===== config.mk =====
export PLATFORM = sky130hd
export DESIGN_NAME = codec_slot_timing_config
export DESIGN_NICKNAME = d
export VERILOG_FILES = /design/src/rtl/codec_slot_timing_config.v /design/src/rtl/slot_len_decode.v
export VERILOG_INCLUDE_DIRS = /design/src /design/src/rtl
export SDC_FILE = /design/constraint.sdc
export NUM_CORES = 1
export LEC_CHECK = 0
export BUFFER_PORTS_ARGS = -buffer_cell sky130_fd_sc_hd__buf_2
export CAP_MARGIN = 20
export CELL_PAD_IN_SITES_DETAIL_PLACEMENT = 1
export CELL_PAD_IN_SITES_GLOBAL_PLACEMENT = 1
export CORE_UTILIZATION = 37
export CTS_CLUSTER_SIZE = 25
export DETAILED_ROUTE_END_ITERATION = 12
export PLACE_DENSITY_LB_ADDON = 0.1
export SLEW_MARGIN = 5
export SYNTH_ARGS = -nofsm -noshare
export SYNTH_HDL_FRONTEND = slang
export SYNTH_SLANG_ARGS = --single-unit
export TNS_END_PERCENT = 100

===== constraint.sdc =====
create_clock -name clk -period 5.2 [get_ports clk]
set_input_delay 0.52 -clock clk [delete_from_list [all_inputs] [get_ports clk]]
set_output_delay 0.52 -clock clk [all_outputs]
set_load 0.01 [all_outputs]

===== src/rtl/slot_timing_consts.vh =====
// Constants for the codec slot format configuration block
// ==========================================================================
// Behaviour
// First-slot code 01b,10b,11b gives slot 0 of 8,16,32 serial clocks.
// First-slot code 00b makes slot 0 as long as other slots.
// Bits 5:3 pick 8,16,18,20,24,32 data bits per audio slot.
// Secondary communication slots ignore data-bit setting, use fixed format.
// Bits 2:0 pick 8,16,18,20,24,32 serial clocks for slots after 0.
// Software must never program codes 110b or 111b into those fields.
// Data bits should fit the slot; extra cycles carry pad output.
// Register writes take effect only while port enable is clear.
// Slot count field sets 1 to 32 slots; lengths repeat per slot.
// Long sync makes frame sync last as long as slot 0.
// ==========================================================================
`ifndef SLOT_TIMING_CONSTS_VH
`define SLOT_TIMING_CONSTS_VH
`define SLOT_FORMAT_ADDR    16'hffdf
`define SLOT_FORMAT_RESET   8'h00
`define FIRST_LEN_HI        7
`define FIRST_LEN_LO        6
`define BITS_HI             5
`define BITS_LO             3
`define GEN_LEN_HI          2
`define GEN_LEN_LO          0
`define SEC_SLOT_BITS       6'h10
`define LEN_CODE0           6'h08
`define LEN_CODE1           6'h10
`define LEN_CODE2           6'h12
`define LEN_CODE3           6'h14
`define LEN_CODE4           6'h18
`define LEN_CODE5           6'h20
`define LEN_RESERVED        6'h08
`define SLOT0_LEN_C1        6'h08
`define SLOT0_LEN_C2        6'h10
`define SLOT0_LEN_C3        6'h20
`endif


===== src/rtl/codec_slot_timing_config.v =====
// Slot format register and serial-clock slot/frame timing
`timescale 1ns/1ps
`include "slot_timing_consts.vh"
module codec_slot_timing_config (
  input  wire        clk,
  input  wire        reset,
  input  wire [15:0] mcu_addr,
  input  wire        mcu_wr,
  input  wire [7:0]  mcu_wdata,
  input  wire        mcu_rd,
  output reg  [7:0]  mcu_rdata_ff,
  input  wire        codec_port_enable_bit,
  input  wire [4:0]  slot_count,
  input  wire        long_sync_select,
  input  wire [4:0]  secondary_slot,
  input  wire        secondary_enable,
  input  wire        codec_serial_clock,
  output reg         frame_sync_ff,
  output reg  [4:0]  slot_index_ff,
  output reg  [5:0]  bit_index_ff,
  output reg         data_valid_ff,
  output reg         slot_start_ff
);
  // ========================================================================
  // Overview
  // One register holds the three slot format fields; counters read it
  // live, which is safe only because writes are refused while running.
  // Bit 0 of the first slot 0 after enabling lasts from enable to the first rising serial
  // clock edge, so the codec sees a clean frame from the second one on.
  // Serial clock edges are found by clk sampling: the serial clock must
  // stay well under a quarter of clk, or edges are lost.
  // Slot count and secondary slot are read live as well; change them only
  // while the port is off.
  // Reserved codes decode as 8 so a bad write can never stall the counters.
  // Data wider than its slot is cut off at the slot end.
  // ========================================================================
  // Register
  reg  [7:0] slot_format_config_ff;
  reg  [7:0] nxt_rdata;
  // Writes are dropped, not queued, while the port runs
  wire       wr_hit = mcu_wr && (mcu_addr == `SLOT_FORMAT_ADDR) && !codec_port_enable_bit;
  wire       rd_hit = mcu_rd && (mcu_addr == `SLOT_FORMAT_ADDR);
  always @(posedge clk) begin
    if (reset) begin
      slot_format_config_ff <= `SLOT_FORMAT_RESET;
    end else if (wr_hit) begin
      slot_format_config_ff <= mcu_wdata;
    end
  end

  // Read data is zero outside a read so the bus can be ORed
  always @* begin
    if (rd_hit) begin
      nxt_rdata = slot_format_config_ff;
    end else begin
      nxt_rdata = 8'h00;
    end
  end

  always @(posedge clk) begin
    if (reset) begin
      mcu_rdata_ff <= 8'h00;
    end else begin
      mcu_rdata_ff <= nxt_rdata;
    end
  end

  // ========================================================================
  // Field decode
  wire [1:0] first_slot_length   = slot_format_config_ff[`FIRST_LEN_HI:`FIRST_LEN_LO];
  wire [2:0] bits_per_slot       = slot_format_config_ff[`BITS_HI:`BITS_LO];
  wire [2:0] general_slot_length = slot_format_config_ff[`GEN_LEN_HI:`GEN_LEN_LO];
  wire [5:0] gen_len;
  wire [5:0] audio_bits;
  slot_len_decode u_gen (
    .code   (general_slot_length),
    .length (gen_len)
  );
  slot_len_decode u_bits (
    .code   (bits_per_slot),
    .length (audio_bits)
  );
  reg [5:0] slot0_len;
  always @* begin
    case (first_slot_length)
      2'h1:    slot0_len = `SLOT0_LEN_C1;
      2'h2:    slot0_len = `SLOT0_LEN_C2;
      2'h3:    slot0_len = `SLOT0_LEN_C3;
      default: slot0_len = gen_len;
    endcase
  end

  // ========================================================================
  // Serial clock sampling: three stages, edge once stages 2 and 3 agree
  reg sclk_s1_ff;
  reg sclk_s2_ff;
  reg sclk_s3_ff;
  reg sclk_lvl_ff;
  always @(posedge clk) begin
    if (reset) begin
      sclk_s1_ff <= 1'b0;
      sclk_s2_ff <= 1'b0;
      sclk_s3_ff <= 1'b0;
    end else begin
      sclk_s1_ff <= codec_serial_clock;
      sclk_s2_ff <= sclk_s1_ff;
      sclk_s3_ff <= sclk_s2_ff;
    end
  end

  // Level only moves once two stages agree, so one odd sample is ignored
  always @(posedge clk) begin
    if (reset) begin
      sclk_lvl_ff <= 1'b0;
    end else if (sclk_s2_ff == sclk_s3_ff) begin
      sclk_lvl_ff <= sclk_s3_ff;
    end
  end
  wire sclk_rise = (sclk_s2_ff == sclk_s3_ff) && sclk_s3_ff && !sclk_lvl_ff;

  // ========================================================================
  // Slot and bit counters
  wire       in_slot0  = (slot_index_ff == 5'h00);
  wire       last_slot = (slot_index_ff == slot_count);
  reg  [5:0] cur_len;
  reg  [5:0] cur_last;
  always @* begin
    if (in_slot0) begin
      cur_len = slot0_len;
    end else begin
      cur_len = gen_len;
    end
    cur_last = cur_len - 6'h01;
  end
  wire       last_bit  = (bit_index_ff == cur_last);
  reg  [5:0] nxt_bit;
  reg  [4:0] nxt_slot;
  always @* begin
    nxt_bit  = bit_index_ff;
    nxt_slot = slot_index_ff;
    if (last_bit) begin
      nxt_bit = 6'h00;
      if (last_slot) begin
        nxt_slot = 5'h00;
      end else begin
        nxt_slot = slot_index_ff + 5'h01;
      end
    end else begin
      nxt_bit = bit_index_ff + 6'h01;
    end
  end

  // ========================================================================
  // Data window of the slot being entered
  // Judged on the next slot, so a secondary slot is narrow from its first bit
  wire       nxt_is_sec = secondary_enable && (nxt_slot == secondary_slot);
  reg  [5:0] nxt_data_bits;
  always @* begin
    if (nxt_is_sec) begin
      nxt_data_bits = `SEC_SLOT_BITS;
    end else begin
      nxt_data_bits = audio_bits;
    end
  end
  // Cycles past the data width are pad
  wire       nxt_valid  = (nxt_bit < nxt_data_bits);

  // ========================================================================
  // Frame sync next value
  reg        nxt_sync;
  always @* begin
    if (long_sync_select) begin
      nxt_sync = (nxt_slot == 5'h00);
    end else begin
      nxt_sync = (nxt_slot == 5'h00) && (nxt_bit == 6'h00);
    end
  end

  // ========================================================================
  // Counter registers, held at zero while the port is off
  wire       hold = reset || !codec_port_enable_bit;
  always @(posedge clk) begin
    if (hold) begin
      bit_index_ff  <= 6'h00;
      slot_index_ff <= 5'h00;
    end else if (sclk_rise) begin
      bit_index_ff  <= nxt_bit;
      slot_index_ff <= nxt_slot;
    end
  end

  // ========================================================================
  // Slot start pulse, one clk wide
  always @(posedge clk) begin
    if (hold) begin
      slot_start_ff <= 1'b0;
    end else if (sclk_rise) begin
      slot_start_ff <= (nxt_bit == 6'h00);
    end else begin
      slot_start_ff <= 1'b0;
    end
  end

  // ========================================================================
  // Data valid register
  always @(posedge clk) begin
    if (hold) begin
      data_valid_ff <= 1'b0;
    end else if (sclk_rise) begin
      data_valid_ff <= nxt_valid;
    end
  end

  // ========================================================================
  // Frame sync register
  always @(posedge clk) begin
    if (hold) begin
      frame_sync_ff <= 1'b0;
    end else if (sclk_rise) begin
      frame_sync_ff <= nxt_sync;
    end
  end
endmodule


===== src/rtl/slot_len_decode.v =====
// Decoder from a three-bit slot code to a count of serial clocks or bits
`timescale 1ns/1ps
`include "slot_timing_consts.vh"
module slot_len_decode (
  input  wire [2:0] code,
  output reg  [5:0] length
);
  // Reserved codes fall back to 8 so counters never stall
  always @* begin
    case (code)
      3'h0:    length = `LEN_CODE0;
      3'h1:    length = `LEN_CODE1;
      3'h2:    length = `LEN_CODE2;
      3'h3:    length = `LEN_CODE3;
      3'h4:    length = `LEN_CODE4;
      3'h5:    length = `LEN_CODE5;
      default: length = `LEN_RESERVED;
    endcase
  end
endmodule


# ---- Word level (Yosys, flattened, before mapping)
# Cells that the tools add are included.
dict set report classes {
  shift 0
  div 0
  n_mul 0
  magnitude_cmp 1
  n_bitwise 2
  eq_ne 18
  mux 9
  reduce_logical 15
  addsub 3
}
# cell n
set op_table {}
lappend op_table {{$pmux 6 s5} 2}
lappend op_table {{$mux 6} 3}
lappend op_table {{$pmux 6 s3} 1}
lappend op_table {{$eq 16x16->1 const B} 1}
lappend op_table {{$eq 3x2->1 const B} 4}
lappend op_table {{$eq 3x3->1 const B} 4}
lappend op_table {{$eq 5x5->1} 2}
lappend op_table {{$logic_not 5->1} 2}
lappend op_table {{$mux 5} 2}
lappend op_table {{$logic_and 1x1->1} 7}
lappend op_table {{$add 6x1->6 const B} 1}
lappend op_table {{$eq 3x1->1 const B} 2}
lappend op_table {{$eq 6x6->1} 1}
lappend op_table {{$logic_not 6->1} 1}
lappend op_table {{$lt 6x6->1} 1}
lappend op_table {{$sub 6x1->6 const B} 1}
lappend op_table {{$add 5x1->5 const B} 1}
lappend op_table {{$eq 2x2->1 const B} 2}
lappend op_table {{$reduce_or 2->1} 2}
lappend op_table {{$eq 2x1->1 const B} 1}
lappend op_table {{$logic_not 1->1} 2}
lappend op_table {{$not 1->1} 2}
lappend op_table {{$eq 1x1->1} 1}
lappend op_table {{$logic_or 1x1->1} 1}
lappend op_table {{$mux 1} 1}
dict set report word_totals {
  inputBits 42
  out_inout_bits 22
  ramBits 0
  ff_bits 34
  n_memories 0
  latch_bits 0
  romBits 0
  elab_cells 59
}

# ---- Depth between registers and ports, before layout
# Gate-level depths: netlist of run 1.
dict set report depth {
  ltp_word 11
  mapped_depth 19
}

# ---- Modules after synthesis
# Synthesis of run 1 repeated with hierarchy kept, for this count alone.
dict set report hier_totals {
  hier_cells 296
  hier_area_um2 2326.0
}
# mod seq_area_each_um2 area_per_inst_um2 cells_each instances
set by_module_without_submodules {}
lappend by_module_without_submodules {codec_slot_timing_config 680.7 2208.4 278 1}
lappend by_module_without_submodules {slot_len_decode 0.0 58.8 9 2}

# ---- Least setup slack after synthesis of run 1
# No wires, ideal clock.
dict set report synth_path {
  kind {register to register}
  start {register slot_index_ff[1]}
  end {register data_valid_ff}
  t_arrival_ps 4206
  path_stages_with_launch 20
  setup_slack_ps 936
  t_required_ps 5142
  setup_ps 58
  n_path_buf 1
  cell_sequence {dfxtp_1 clkbuf_1 inv_1 ha_1 nor4b_4 and2_1 or3_4 a31o_4 nor2_1 mux2_1 a2111o_1 o22ai_1 ha_1 a21o_1 a21o_1 a211oi_1 a21oi_1 nor2_1 o21ai_0 o21ba_1}
}
dict set report synth_between {
  elab_chain_cells 9
  word_cells_on_any_way 13
}
# element line
set synth_lines {}
lappend synth_lines {{from (decl)} codec_slot_timing_config.v:19} ;# output reg [4:0] slot_index_ff,
lappend synth_lines {{from (signal assigned)} codec_slot_timing_config.v:188} ;# slot_index_ff <= nxt_slot;
lappend synth_lines {{$logic_not 5->1} codec_slot_timing_config.v:123} ;# wire in_slot0 = (slot_index_ff == 5'h00);
lappend synth_lines {{$mux 6} codec_slot_timing_config.v:128} ;# if (in_slot0) begin
lappend synth_lines {{$sub 6x1->6} codec_slot_timing_config.v:133} ;# cur_last = cur_len - 6'h01;
lappend synth_lines {{$eq 6x6->1} codec_slot_timing_config.v:135} ;# wire last_bit = (bit_index_ff == cur_last);
lappend synth_lines {{$mux 5} codec_slot_timing_config.v:141} ;# if (last_bit) begin
lappend synth_lines {{$eq 5x5->1} codec_slot_timing_config.v:156} ;# wire nxt_is_sec = secondary_enable && (nxt_slot == secondary_slot);
lappend synth_lines {{$logic_and 1x1->1} codec_slot_timing_config.v:156}
lappend synth_lines {{$mux 6} codec_slot_timing_config.v:159} ;# if (nxt_is_sec) begin
lappend synth_lines {{$lt 6x6->1 (*)} codec_slot_timing_config.v:166} ;# wire nxt_valid = (nxt_bit < nxt_data_bits);
lappend synth_lines {{to (signal assigned)} codec_slot_timing_config.v:210} ;# data_valid_ff <= nxt_valid;
lappend synth_lines {{to (decl)} codec_slot_timing_config.v:21} ;# output reg data_valid_ff,
# Mark *: on every way between the ends. The rest lies on a longest branch, timed or not.
# A chain may end at the register's enable or synchronous reset.

# ---- Final worst setup path of run 1
dict set report layout_path {
  start {register slot_index_ff[0]}
  end {register data_valid_ff}
}
# The elaborated chain is that of the path after synthesis.

==> results by group, run 1 <==
Route
  – Met2 WL: 3.02 mm
  – Vias: 2161
  – DR DRC count: 0
  – DRT antenna net count: 0
  – Wire per inst: 16.0 um
  – DRT Wirelength: 6.26 mm
  – DR WL met3: 229 um
  – Wl on met1: 2.80 mm
  – DRT iter0 DRCs: 72
  – DR vias/cell: 5.51
  – Drt pass-1 iters: 4
  – Top sig layer: met4

Die
  – Chip height: 77.9 um
  – Die width: 77.9 um
  – Core box area: 0.00554 sq mm
  – Initial core utilization: 0.385
  – Num rows: 27
  – Die Area: 0.00607 sq mm
  – Number of top-level pins: 64

Cells and area
  – Post-route cell area: 0.00263 sq mm
  – Multi-input gate area: 0.00137 sq mm
  – Fin util: 0.475
  – Storage cell area: 681 sq um
  – Layout cells sized above 1: 0.266
  – Fin nets: 369
  – FILL cells: 712
  – Antenna cells: 0
  – P&R area growth vs syn: 23.4%

Power
  – Clock power frac: 0.456
  – Switching Share: 0.223
  – Int Pwr: 0.000421 W
  – Leak pwr: 1.20 nW
  – Comb pwr share: 0.062
  – Peak VDD IR: 0.159 mV
  – P_sw: 0.000121 W
  – P per Cell Area: 206 mW/mm^2
  – Reg power frac: 0.483

Synth
  – Synth Flop Type: dfxtp_1
  – Count leader, synth: dfxtp_1
  – Mean area per synthesized cell: 8.33 sq um
  – Cell taking the most area after synthesis: dfxtp_1
  – Post-synth EDFFs: 0
  – Synthesized area: 0.00213 sq mm
  – Most common library cells after synthesis: dfxtp_1 (34), nor2_1 (31), a21oi_1 (16)
  – Warnings from Yosys: 0
  – Sequential share of the synthesized area: 0.319
  – Async SR Flop Fraction: 0
  – Top cells by area, synth: dfxtp_1 (32%), mux2i_1 (5.6%), nor2_1 (5.5%)
  – Netlist cell types: 57
  – Post-synth top area share: 0.319
  – Flops & latches, synth: 34
  – Synthesized instance count: 256
  – Post-Syn Nets: 306

Worst setup path
  – Required time of the critical path: 5.44 ns
  – Crit path launch type: register
  – Top cell family by delay on the critical path: compound AO/OA/AOI/OAI gates
  – WS Path Type: register to register
  – Crit path max fanout: 9
  – CP max stage delay: 0.51 ns
  – Crit path DAT: 4.92 ns
  – Worst Setup End Kind: register
  – Critical path's slowest cell: a2111o_1
  – Critical path buffer and inverter count: 1
  – Crit path cell chain: inv_1 > ha_1 > nor4b_4 > a211o_1 > a211oi_1 > o21ai_2 > nor2_1 > mux2_1 > a2111o_1 > o22ai_1 > ha_1 > a21o_1 > a21o_1 > a211oi_1 > a21oi_1 > nor2_1 > o21ai_0 > o21ba_1

Clock network
  – Hold_buf cts: 0
  – CTS tree: built
  – TritonCTS buffer count: 5
  – Clk_lat worst skew: 0.29 ns
  – # resized after CTS: 0
  – CTS H-tree depth: 2
  – CTS clk-pin slew, worst paths: 0.07 ns
  – Clk root buf: clkbuf_8
  – Clock Path Buffers: 2
  – Number of setup buffers added after CTS: 0
  – Total clock sinks: 34

Timing
  – TNS Setup: 0 ns
  – Slew Limit Headroom: 0.412
  – Setup Viol. Count Final: 0
  – Slew Viols, Final: 0
  – FMAX: 0.214 GHz
  – Worst-Margin Slew: 0.880 ns
  – Period utilization: 0.901
  – RSZ-0062 raised after global routing: no
  – Setup WS post-layout: 0.516 ns
  – Min cycle time layout: 4.68 ns
  – Clock skew: 0.00774 ns
  – Hold Vio Cnt, Final: 0

Placement
  – Post-DP Area: 0.00252 sq mm
  – Gpl congestion: 0.858
  – HPWL Detailed: 4.81 mm
  – Pre-CTS WS: 0.606 ns
  – Port Buffers: 63

Global routing
  – Congestion Overflow GR: 0
  – Vias in the first global route: 2185
  – Initial antenna violation count: 0
  – First-pass GRT wire length: 10.3 mm
  – Largest net degree at the start of global routing: 15
  – Overall fraction of global-route tracks in use: 0.218

Job
  – MaxCap Viol Count: 0

Hold path
  – Hold crit path type: primary input to register

Run status
  – Status: completed
## cell type report
type | count | share of cell area
multi-input cells | 202 | 0.520
repair buffers | 67 | 0.131
clock buffers | 5 | 0.0262
clock inverters | 3 | 0.0171
inverters | 9 | 0.0128
well taps | 72 | 0.0342
flip-flops and latches | 34 | 0.259
## path summary, 6_finish.rpt
kind | endpoint | slack (ns) | cells past startpoint | start
max | data_valid_ff | 0.52 | 18 | slot_index_ff[0]
min | sclk_s1_ff | 0.44 | 2 | codec_serial_clock
max reg2reg | data_valid_ff | 0.52 | 18 | slot_index_ff[0]
min reg2reg | sclk_s2_ff | 0.45 | 1 | sclk_s1_ff
## placed cells by master, fill, tap and decap left out, types with 5 or more instances in the layout
cell / instances
a211oi_1: 5
a21oi_1: 16
and2_1: 12
buf_2: 63
clkbuf_8: 5
dfxtp_1: 34
ha_1: 8
inv_1: 9
mux2i_1: 12
nand2_1: 15
nand3_1: 7
nor2_1: 31
nor2b_1: 5
o21ai_0: 10
xnor2_1: 5
xor2_1: 7
## registers in the layout, summed over array words and instances (netlist names)
signal,count
sclk_lvl_ff,1
frame_sync_ff,1
slot_index_ff,5
sclk_s2_ff,1
sclk_s3_ff,1
data_valid_ff,1
mcu_rdata_ff,8
slot_format_config_ff,8
sclk_s1_ff,1
bit_index_ff,6
slot_start_ff,1
## per-layer routing
metal,GRT usage,vias to the layer above
met5,0,-
met1,0.263,1033
met4,0.111,0
met2,0.366,53
met3,0.0412,20
li1,-,1055
## metrics by stage
| stage | hold slack [ns] | total power, W | cells |
|---|---|---|---|
| floorplan | 0.414 | 0.000281 | 256 |
| global placement | 0.416 | 0.000301 | 384 |
| detailed placement | 0.448 | 0.000301 | 384 |
| CTS | 0.434 | 0.000548 | 392 |
| global route | 0.438 | 0.000564 | 392 |
| finish | 0.439 | 0.000542 | 392 |
## worst reg2reg max path, delay by kind of cell, from the launching register on
family | cells | cell delay (ns)
muxes | 1 | 0.37
AOI/OAI and AO/OA | 11 | 2.50
buffers and inverters | 1 | 0.14
and+or+nand+nor | 3 | 0.66
adders and majority gates | 2 | 0.47
DFF | 1 | 0.49
## power groups by stage
stage / registers (W) / clock network [W] / logic [W]
2_1_floorplan: 0.000268 / 0 / 0.0000133
3_3_place_gp: 0.000268 / 0 / 0.0000331
3_5_place_dp: 0.000268 / 0 / 0.0000337
4_1_cts: 0.000262 / 0.000253 / 0.0000340
5_1_grt: 0.000262 / 0.000265 / 0.0000372
6_report: 0.000262 / 0.000247 / 0.0000334
## cells by family (layout without fill, tap and decap cells)
| logic type | count (synthesis) | count (layout) | synth area share |
|---|---|---|---|
| simple gates | 103 | 103 | 0.259 |
| compound gates | 66 | 66 | 0.225 |
| flops | 34 | 34 | 0.319 |
| buf+inv | 20 | 84 | 0.0393 |
| mux | 13 | 13 | 0.0616 |
| xor+xnor | 12 | 12 | 0.0493 |
| fa+ha+maj | 8 | 8 | 0.0470 |
Note: power is estimated with default switching activity, not from simulation.
==> inputs of run 2 (changes only) <==
--- a/config.mk
+++ b/config.mk
@@ -8,12 +8,10 @@
 export LEC_CHECK = 0
 export BUFFER_PORTS_ARGS = -buffer_cell sky130_fd_sc_hd__buf_2
 export CAP_MARGIN = 20
-export CELL_PAD_IN_SITES_DETAIL_PLACEMENT = 1
-export CELL_PAD_IN_SITES_GLOBAL_PLACEMENT = 1
-export CORE_UTILIZATION = 37
+export CORE_UTILIZATION = 52
 export CTS_CLUSTER_SIZE = 25
 export DETAILED_ROUTE_END_ITERATION = 12
-export PLACE_DENSITY_LB_ADDON = 0.1
+export PLACE_DENSITY = 0.81
 export SLEW_MARGIN = 5
 export SYNTH_ARGS = -nofsm -noshare
 export SYNTH_HDL_FRONTEND = slang
==> results by group, run 2 (synthesis results as in run 1) <==
Clock network
  – Clk root buf: clkbuf_8
  – CTS clk-pin slew, worst paths: 0.07 ns (about the same)
  – CTS tree: built
  – Total clock sinks: 34 (unchanged)
  – # resized after CTS: 0 (unchanged)
  – CTS H-tree depth: 2 (unchanged)
  – Hold_buf cts: 0 (unchanged)
  – Number of setup buffers added after CTS: 0 (unchanged)
  – Clock Path Buffers: 2 (unchanged)
  – TritonCTS buffer count: 5 (unchanged)
  – Clk_lat worst skew: 0.29 ns (about the same)

Worst setup path
  – Required time of the critical path: 5.44 ns (about the same)
  – WS Path Type: register to register
  – Critical path buffer and inverter count: 1 (unchanged)
  – Worst Setup End Kind: register
  – Critical path's slowest cell: dfxtp_1
  – Crit path cell chain: inv_1 > ha_1 > nor4b_4 > a211o_1 > a211oi_1 > o21ai_2 > nor2_1 > mux2_1 > a2111o_1 > o22ai_1 > ha_1 > a21o_1 > a21o_1 > a211oi_1 > a21oi_1 > nor2_1 > o21ai_0 > o21ba_1
  – CP max stage delay: 0.55 ns (+0.04 ns)
  – R2R Setup Slk: 0.58 ns (+0.06 ns)
  – Top cell family by delay on the critical path: compound AO/OA/AOI/OAI gates
  – Crit path DAT: 4.86 ns (-0.06 ns)
  – Crit path launch type: register
  – Crit path max fanout: 10 (+1)

Die
  – Die Area: 0.00436 sq mm (-28%)
  – Chip height: 66.0 um (-15%)
  – Core box area: 0.00380 sq mm (-31%)
  – Initial core utilization: 0.561 (+0.176)
  – Num rows: 22 (-19%)
  – Number of top-level pins: 64 (unchanged)
  – Die width: 66.0 um (-15%)

Global routing
  – First-pass GRT wire length: 8.80 mm (-15%)
  – Largest net degree at the start of global routing: 15 (unchanged)
  – Overall fraction of global-route tracks in use: 0.265 (+0.0475)
  – Vias in the first global route: 1945 (-11%)
  – Congestion Overflow GR: 0 (unchanged)
  – Initial antenna violation count: 0 (unchanged)

Timing
  – Worst-Margin Slew: 0.777 ns (-0.103 ns)
  – Setup Viol. Count Final: 0 (unchanged)
  – Slew Viols, Final: 0 (unchanged)
  – Period utilization: 0.889 (-0.0116)
  – TNS Setup: 0 ns (unchanged)
  – Hold slack: 0.439 ns (-0.00000700 ns)
  – FMAX: 0.216 GHz (+1.3%)
  – Hold Vio Cnt, Final: 0 (unchanged)
  – RSZ-0062 raised after global routing: no
  – Min cycle time layout: 4.62 ns (-0.0603 ns)
  – Clock skew: 0.00751 ns (-0.000225 ns)
  – Slew Limit Headroom: 0.481 (+0.0691)

Power
  – Total power: 0.000505 W (-6.9%)
  – P per Cell Area: 197 mW/mm^2 (-4.2%)
  – Peak VDD IR: 0.191 mV (+20%)
  – Leak pwr: 1.17 nW (-1.9%)

Route
  – DRT Wirelength: 5.29 mm (-15%)
  – Drt pass-1 iters: 4 (unchanged)
  – DR WL met3: 257 um (+12%)
  – DRT iter0 DRCs: 98 (+36%)
  – Met2 WL: 2.56 mm (-15%)
  – DR vias/cell: 5.69 (+3.2%)
  – Top sig layer: met4
  – Vias: 2071 (-4.2%)
  – Wl on met1: 2.41 mm (-14%)
  – Wire per inst: 14.5 um (-9.0%)
  – DRT antenna net count: 0 (unchanged)
  – DR DRC count: 0 (unchanged)

Cells and area
  – Most frequent cells in the layout: buf_2 (63), dfxtp_1 (34), nor2_1 (31)
  – Commonest non-fill, non-tap cell in the layout: buf_2
  – Layout cells sized above 1: 0.256 (-0.00930)
  – Non-filler cells, final: 364 (-7.1%)
  – Fin util: 0.673 (+0.198)
  – Fin nets: 365 (-1.1%)
  – Largest regs: mcu_rdata_ff x8, slot_format_config_ff x8, bit_index_ff x6
  – Antenna cells: 0 (unchanged)
  – P&R area growth vs syn: 19.9%

Run status
  – Status: completed

Placement
  – Placed cells: 356 (-7.3%)
  – Gpl congestion: 0.981 (+14%)
  – Port Buffers: 63 (unchanged)
  – HPWL Detailed: 4.02 mm (-16%)

Job
  – MaxCap Viol Count: 0 (unchanged)

Hold path
  – Hold crit path type: primary input to register
run 2: cell count changes in the layout (fill, tap and decap cells not counted):
cell | before | now
clkinvlp_4 | 2 | 1
buf_4 | 4 | 0
clkbuf_8 | 5 | 6
inv_6 | 0 | 1
bufinv_16 | 1 | 0
run 2: routing by layer:
| layer | track usage | vias to the layer above |
|---|---|---|
| met2 | 0.458 | 48 |
| li1 | - | 1047 |
| met3 | 0.0534 | 8 |
| met5 | 0 | - |
| met4 | 0.0745 | 0 |
| met1 | 0.331 | 968 |
run 2: metrics by stage:
stage | setup slack [ns] | instance area [sq um]
finish | 0.577 | 2560
global route | 0.229 | 2560
CTS | 0.616 | 2560
detailed placement | 0.718 | 2460
global placement | 0.825 | 2460
floorplan | 0.936 | 2130
run 2: worst paths after layout:
kind                                    startpoint             to  depth (start not counted)
worst min-delay path            codec_serial_clock     sclk_s1_ff                          2
worst min register to register          sclk_s1_ff     sclk_s2_ff                          1
worst max-delay path              slot_index_ff[1]  data_valid_ff                         18
worst max register to register    slot_index_ff[1]  data_valid_ff                         18
run 2: layout make-up:
cell class	count	area [sq um]
timing repair buffer	63	315
multi-input combinational	202	1370
sequential	34	681
inverter	9	33.8
tap	48	60.1
clock buffer	6	82.6
fill	340	1240
clock inverter	2	16.3
run 2: power breakdown:
group | internal (W) | total, W | switching, W
Sequential | 0.000261 | 0.000262 | 0.000000483
Clock | 0.000109 | 0.000210 | 0.000101
Combinational | 0.0000174 | 0.0000331 | 0.0000156
==> inputs of run 3 (changes only) <==
--- a/config.mk
+++ b/config.mk
@@ -8,12 +8,13 @@
 export LEC_CHECK = 0
 export BUFFER_PORTS_ARGS = -buffer_cell sky130_fd_sc_hd__buf_2
 export CAP_MARGIN = 20
-export CORE_UTILIZATION = 52
+export CORE_UTILIZATION = 53
 export CTS_CLUSTER_SIZE = 25
 export DETAILED_ROUTE_END_ITERATION = 12
 export PLACE_DENSITY = 0.81
 export SLEW_MARGIN = 5
 export SYNTH_ARGS = -nofsm -noshare
 export SYNTH_HDL_FRONTEND = slang
+export SYNTH_HIERARCHICAL = 1
 export SYNTH_SLANG_ARGS = --single-unit
 export TNS_END_PERCENT = 100
==> results by group, run 3 <==
Placement
  – Pre-CTS WS: 0.539 ns (-0.179 ns)
  – Port Buffers: 63 (unchanged)
  – HPWL Detailed: 4.10 mm (+2.1%)
  – Placed cells: 390 (+9.6%)
  – Post-DP Area: 0.00262 sq mm (+6.4%)
  – Gpl congestion: 0.925 (-5.6%)

Worst setup path
  – Worst path most repeated cell: a21oi_1
  – WS Path Type: register to register
  – Crit path max fanout: 21 (+11)
  – Crit path DAT: 4.92 ns (+0.06 ns)
  – Worst Setup End Kind: register
  – Top cell family by delay on the critical path: simple AND/OR/NAND/NOR gates
  – Critical path buffer and inverter count: 0 (-1)
  – CP max stage delay: 0.65 ns (+0.10 ns)
  – Crit path cell chain: nor3b_1 > nor4bb_1 > a31oi_1 > or3_1 > a32oi_1 > o21a_2 > nand3_1 > a311o_1 > or4_4 > nor2b_4 > ha_1 > a21oi_1 > o22ai_1 > nor3_1 > a21oi_1 > a211oi_1
  – R2R Setup Slk: 0.48 ns (-0.10 ns)
  – Required time of the critical path: 5.40 ns (-0.04 ns)
  – Critical path's slowest cell: nor3b_1
  – Crit path launch type: register

Synth
  – Mean area per synthesized cell: 7.86 sq um (-5.6%)
  – Warnings from Yosys: 6 (+6)
  – Post-Syn Nets: 347 (+13%)
  – Synth Flop Type: dfxtp_1
  – Synthesized area: 0.00233 sq mm (+9.1%)
  – Top cells by area, synth: dfxtp_1 (29%), nor2_1 (5.5%), xnor2_1 (4.9%)
  – Sequential share of the synthesized area: 0.293 (-0.0266)
  – Synthesized instance count: 296 (+16%)
  – Cell taking the most area after synthesis: dfxtp_1
  – Netlist cell types: 61 (+7.0%)
  – Post-synth EDFFs: 0 (unchanged)
  – Flops & latches, synth: 34 (unchanged)
  – Async SR Flop Fraction: 0 (unchanged)
  – Post-synth top area share: 0.293 (-0.0266)
  – Most common library cells after synthesis: dfxtp_1 (34), nor2_1 (34), nand2_1 (29)

Clock network
  – TritonCTS buffer count: 5 (unchanged)
  – Number of setup buffers added after CTS: 0 (unchanged)
  – Clk root buf: clkbuf_8
  – Clock Path Buffers: 2 (unchanged)
  – CTS tree: built
  – Clk_lat worst skew: 0.29 ns (about the same)
  – CTS H-tree depth: 2 (unchanged)
  – # resized after CTS: 0 (unchanged)
  – CTS clk-pin slew, worst paths: 0.07 ns (about the same)
  – Hold_buf cts: 0 (unchanged)
  – Total clock sinks: 34 (unchanged)

Timing
  – FMAX: 0.212 GHz (-2.1%)
  – TNS Setup: 0 ns (unchanged)
  – Period utilization: 0.908 (+0.0193)
  – Slew Viols, Final: 0 (unchanged)
  – Slew Limit Headroom: 0.501 (+0.0200)
  – Worst-Margin Slew: 0.747 ns (-0.0300 ns)
  – Hold Vio Cnt, Final: 0 (unchanged)
  – Setup WS post-layout: 0.476 ns (-0.100 ns)
  – Clock skew: 0.00475 ns (-0.00276 ns)
  – Setup Viol. Count Final: 0 (unchanged)
  – Min cycle time layout: 4.72 ns (+0.100 ns)
  – RSZ-0062 raised after global routing: no

Route
  – Wire per inst: 13.7 um (-6.0%)
  – Vias: 2299 (+11%)
  – DRT antenna net count: 0 (unchanged)
  – Drt pass-1 iters: 4 (unchanged)
  – DR vias/cell: 5.78 (+1.5%)
  – DRT Wirelength: 5.44 mm (+2.8%)
  – DRT iter0 DRCs: 160 (+63%)
  – DR DRC count: 0 (unchanged)

Cells and area
  – P&R area growth vs syn: 18.6%
  – Antenna cells: 0 (unchanged)
  – Layout cells sized above 1: 0.236 (-0.0207)
  – Largest regs: mcu_rdata_ff x8, slot_format_config_ff x8, bit_index_ff x6
  – Commonest non-fill, non-tap cell in the layout: buf_2
  – Most frequent cells in the layout: buf_2 (63), nor2_1 (34), dfxtp_1 (34)
  – Fin nets: 398 (+9.0%)
  – Non-filler cells, final: 398 (+9.3%)
  – Post-route cell area: 0.00276 sq mm (+7.9%)

Die
  – Number of top-level pins: 64 (unchanged)
  – Initial core utilization: 0.565 (+0.00395)
  – Chip height: 68.2 um (+3.4%)
  – Core box area: 0.00412 sq mm (+8.3%)
  – Num rows: 23 (+4.5%)
  – Die Area: 0.00466 sq mm (+6.8%)
  – Die width: 68.2 um (+3.4%)

Power
  – Total power: 0.000609 W (+21%)
  – P per Cell Area: 221 mW/mm^2 (+12%)
  – Leak pwr: 1.25 nW (+6.3%)
  – Peak VDD IR: 0.134 mV (-30%)

Global routing
  – Vias in the first global route: 2001 (+2.9%)
  – Largest net degree at the start of global routing: 22 (+7)
  – First-pass GRT wire length: 8.92 mm (+1.4%)
  – Initial antenna violation count: 0 (unchanged)
  – Congestion Overflow GR: 0 (unchanged)
  – Overall fraction of global-route tracks in use: 0.253 (-0.0118)

Job
  – MaxCap Viol Count: 0 (unchanged)

Run status
  – Status: completed

Hold path
  – Hold crit path type: primary input to register
==> run 3: changes by cell type after synthesis, moves of 4 or more <==
cell	change
a21oi_1	+4
nor2b_1	+4
xnor2_1	+8
or2_2	-4
nand2_1	+14
nand3_1	+4
clkbuf_1	+5
nor3_1	+4
o21ai_0	-4
==> run 3: path summary, 6_finish.rpt <==
kind / start / end / cells past startpoint
min reg2reg: sclk_s1_ff / sclk_s2_ff / 1
max reg2reg: slot_format_config_ff[1] / data_valid_ff / 16
min: codec_serial_clock / sclk_s1_ff / 2
max: slot_format_config_ff[1] / data_valid_ff / 16
==> run 3: kinds of logic after synthesis <==
group / Yosys count / synth area share
buffers and inverters: 26 / 0.0495
adders and majority gates: 9 / 0.0484
other: 2 / 0.00323
xor gates and xnor gates: 17 / 0.0640
AOI/OAI and AO/OA: 63 / 0.184
and+or+nand+nor: 134 / 0.311
muxes: 11 / 0.0473
DFF: 34 / 0.293
==> run 3: per-stage QoR <==
stage          utilization  hold slack, ns
2_1_floorplan            -           0.414
3_3_place_gp         0.635           0.418
3_5_place_dp         0.635           0.423
4_1_cts              0.670           0.433
5_1_grt              0.670           0.463
6_report             0.670           0.439
==> run 3: layout make-up <==
type,instances,area [sq um]
clock buffer,6,82.6
timing repair buffer,63,315
clock inverter,2,60.1
multi-input combinational,236,1530
fill,367,1360
tap,50,62.6
sequential,34,681
inverter,7,26.3
==> run 3: metal layers <==
metal,part of all wire,GRT usage
met5,0,0
met4,0.0081,0.0833
met2,0.48,0.418
met1,0.46,0.327
met3,0.052,0.0500
==> run 3: power breakdown <==
group | switching, W | total, W | internal, W
sequential | 0.000000522 | 0.000262 | 0.000261
combinational | 0.0000222 | 0.0000441 | 0.0000219
clock | 0.0000985 | 0.000303 | 0.000204
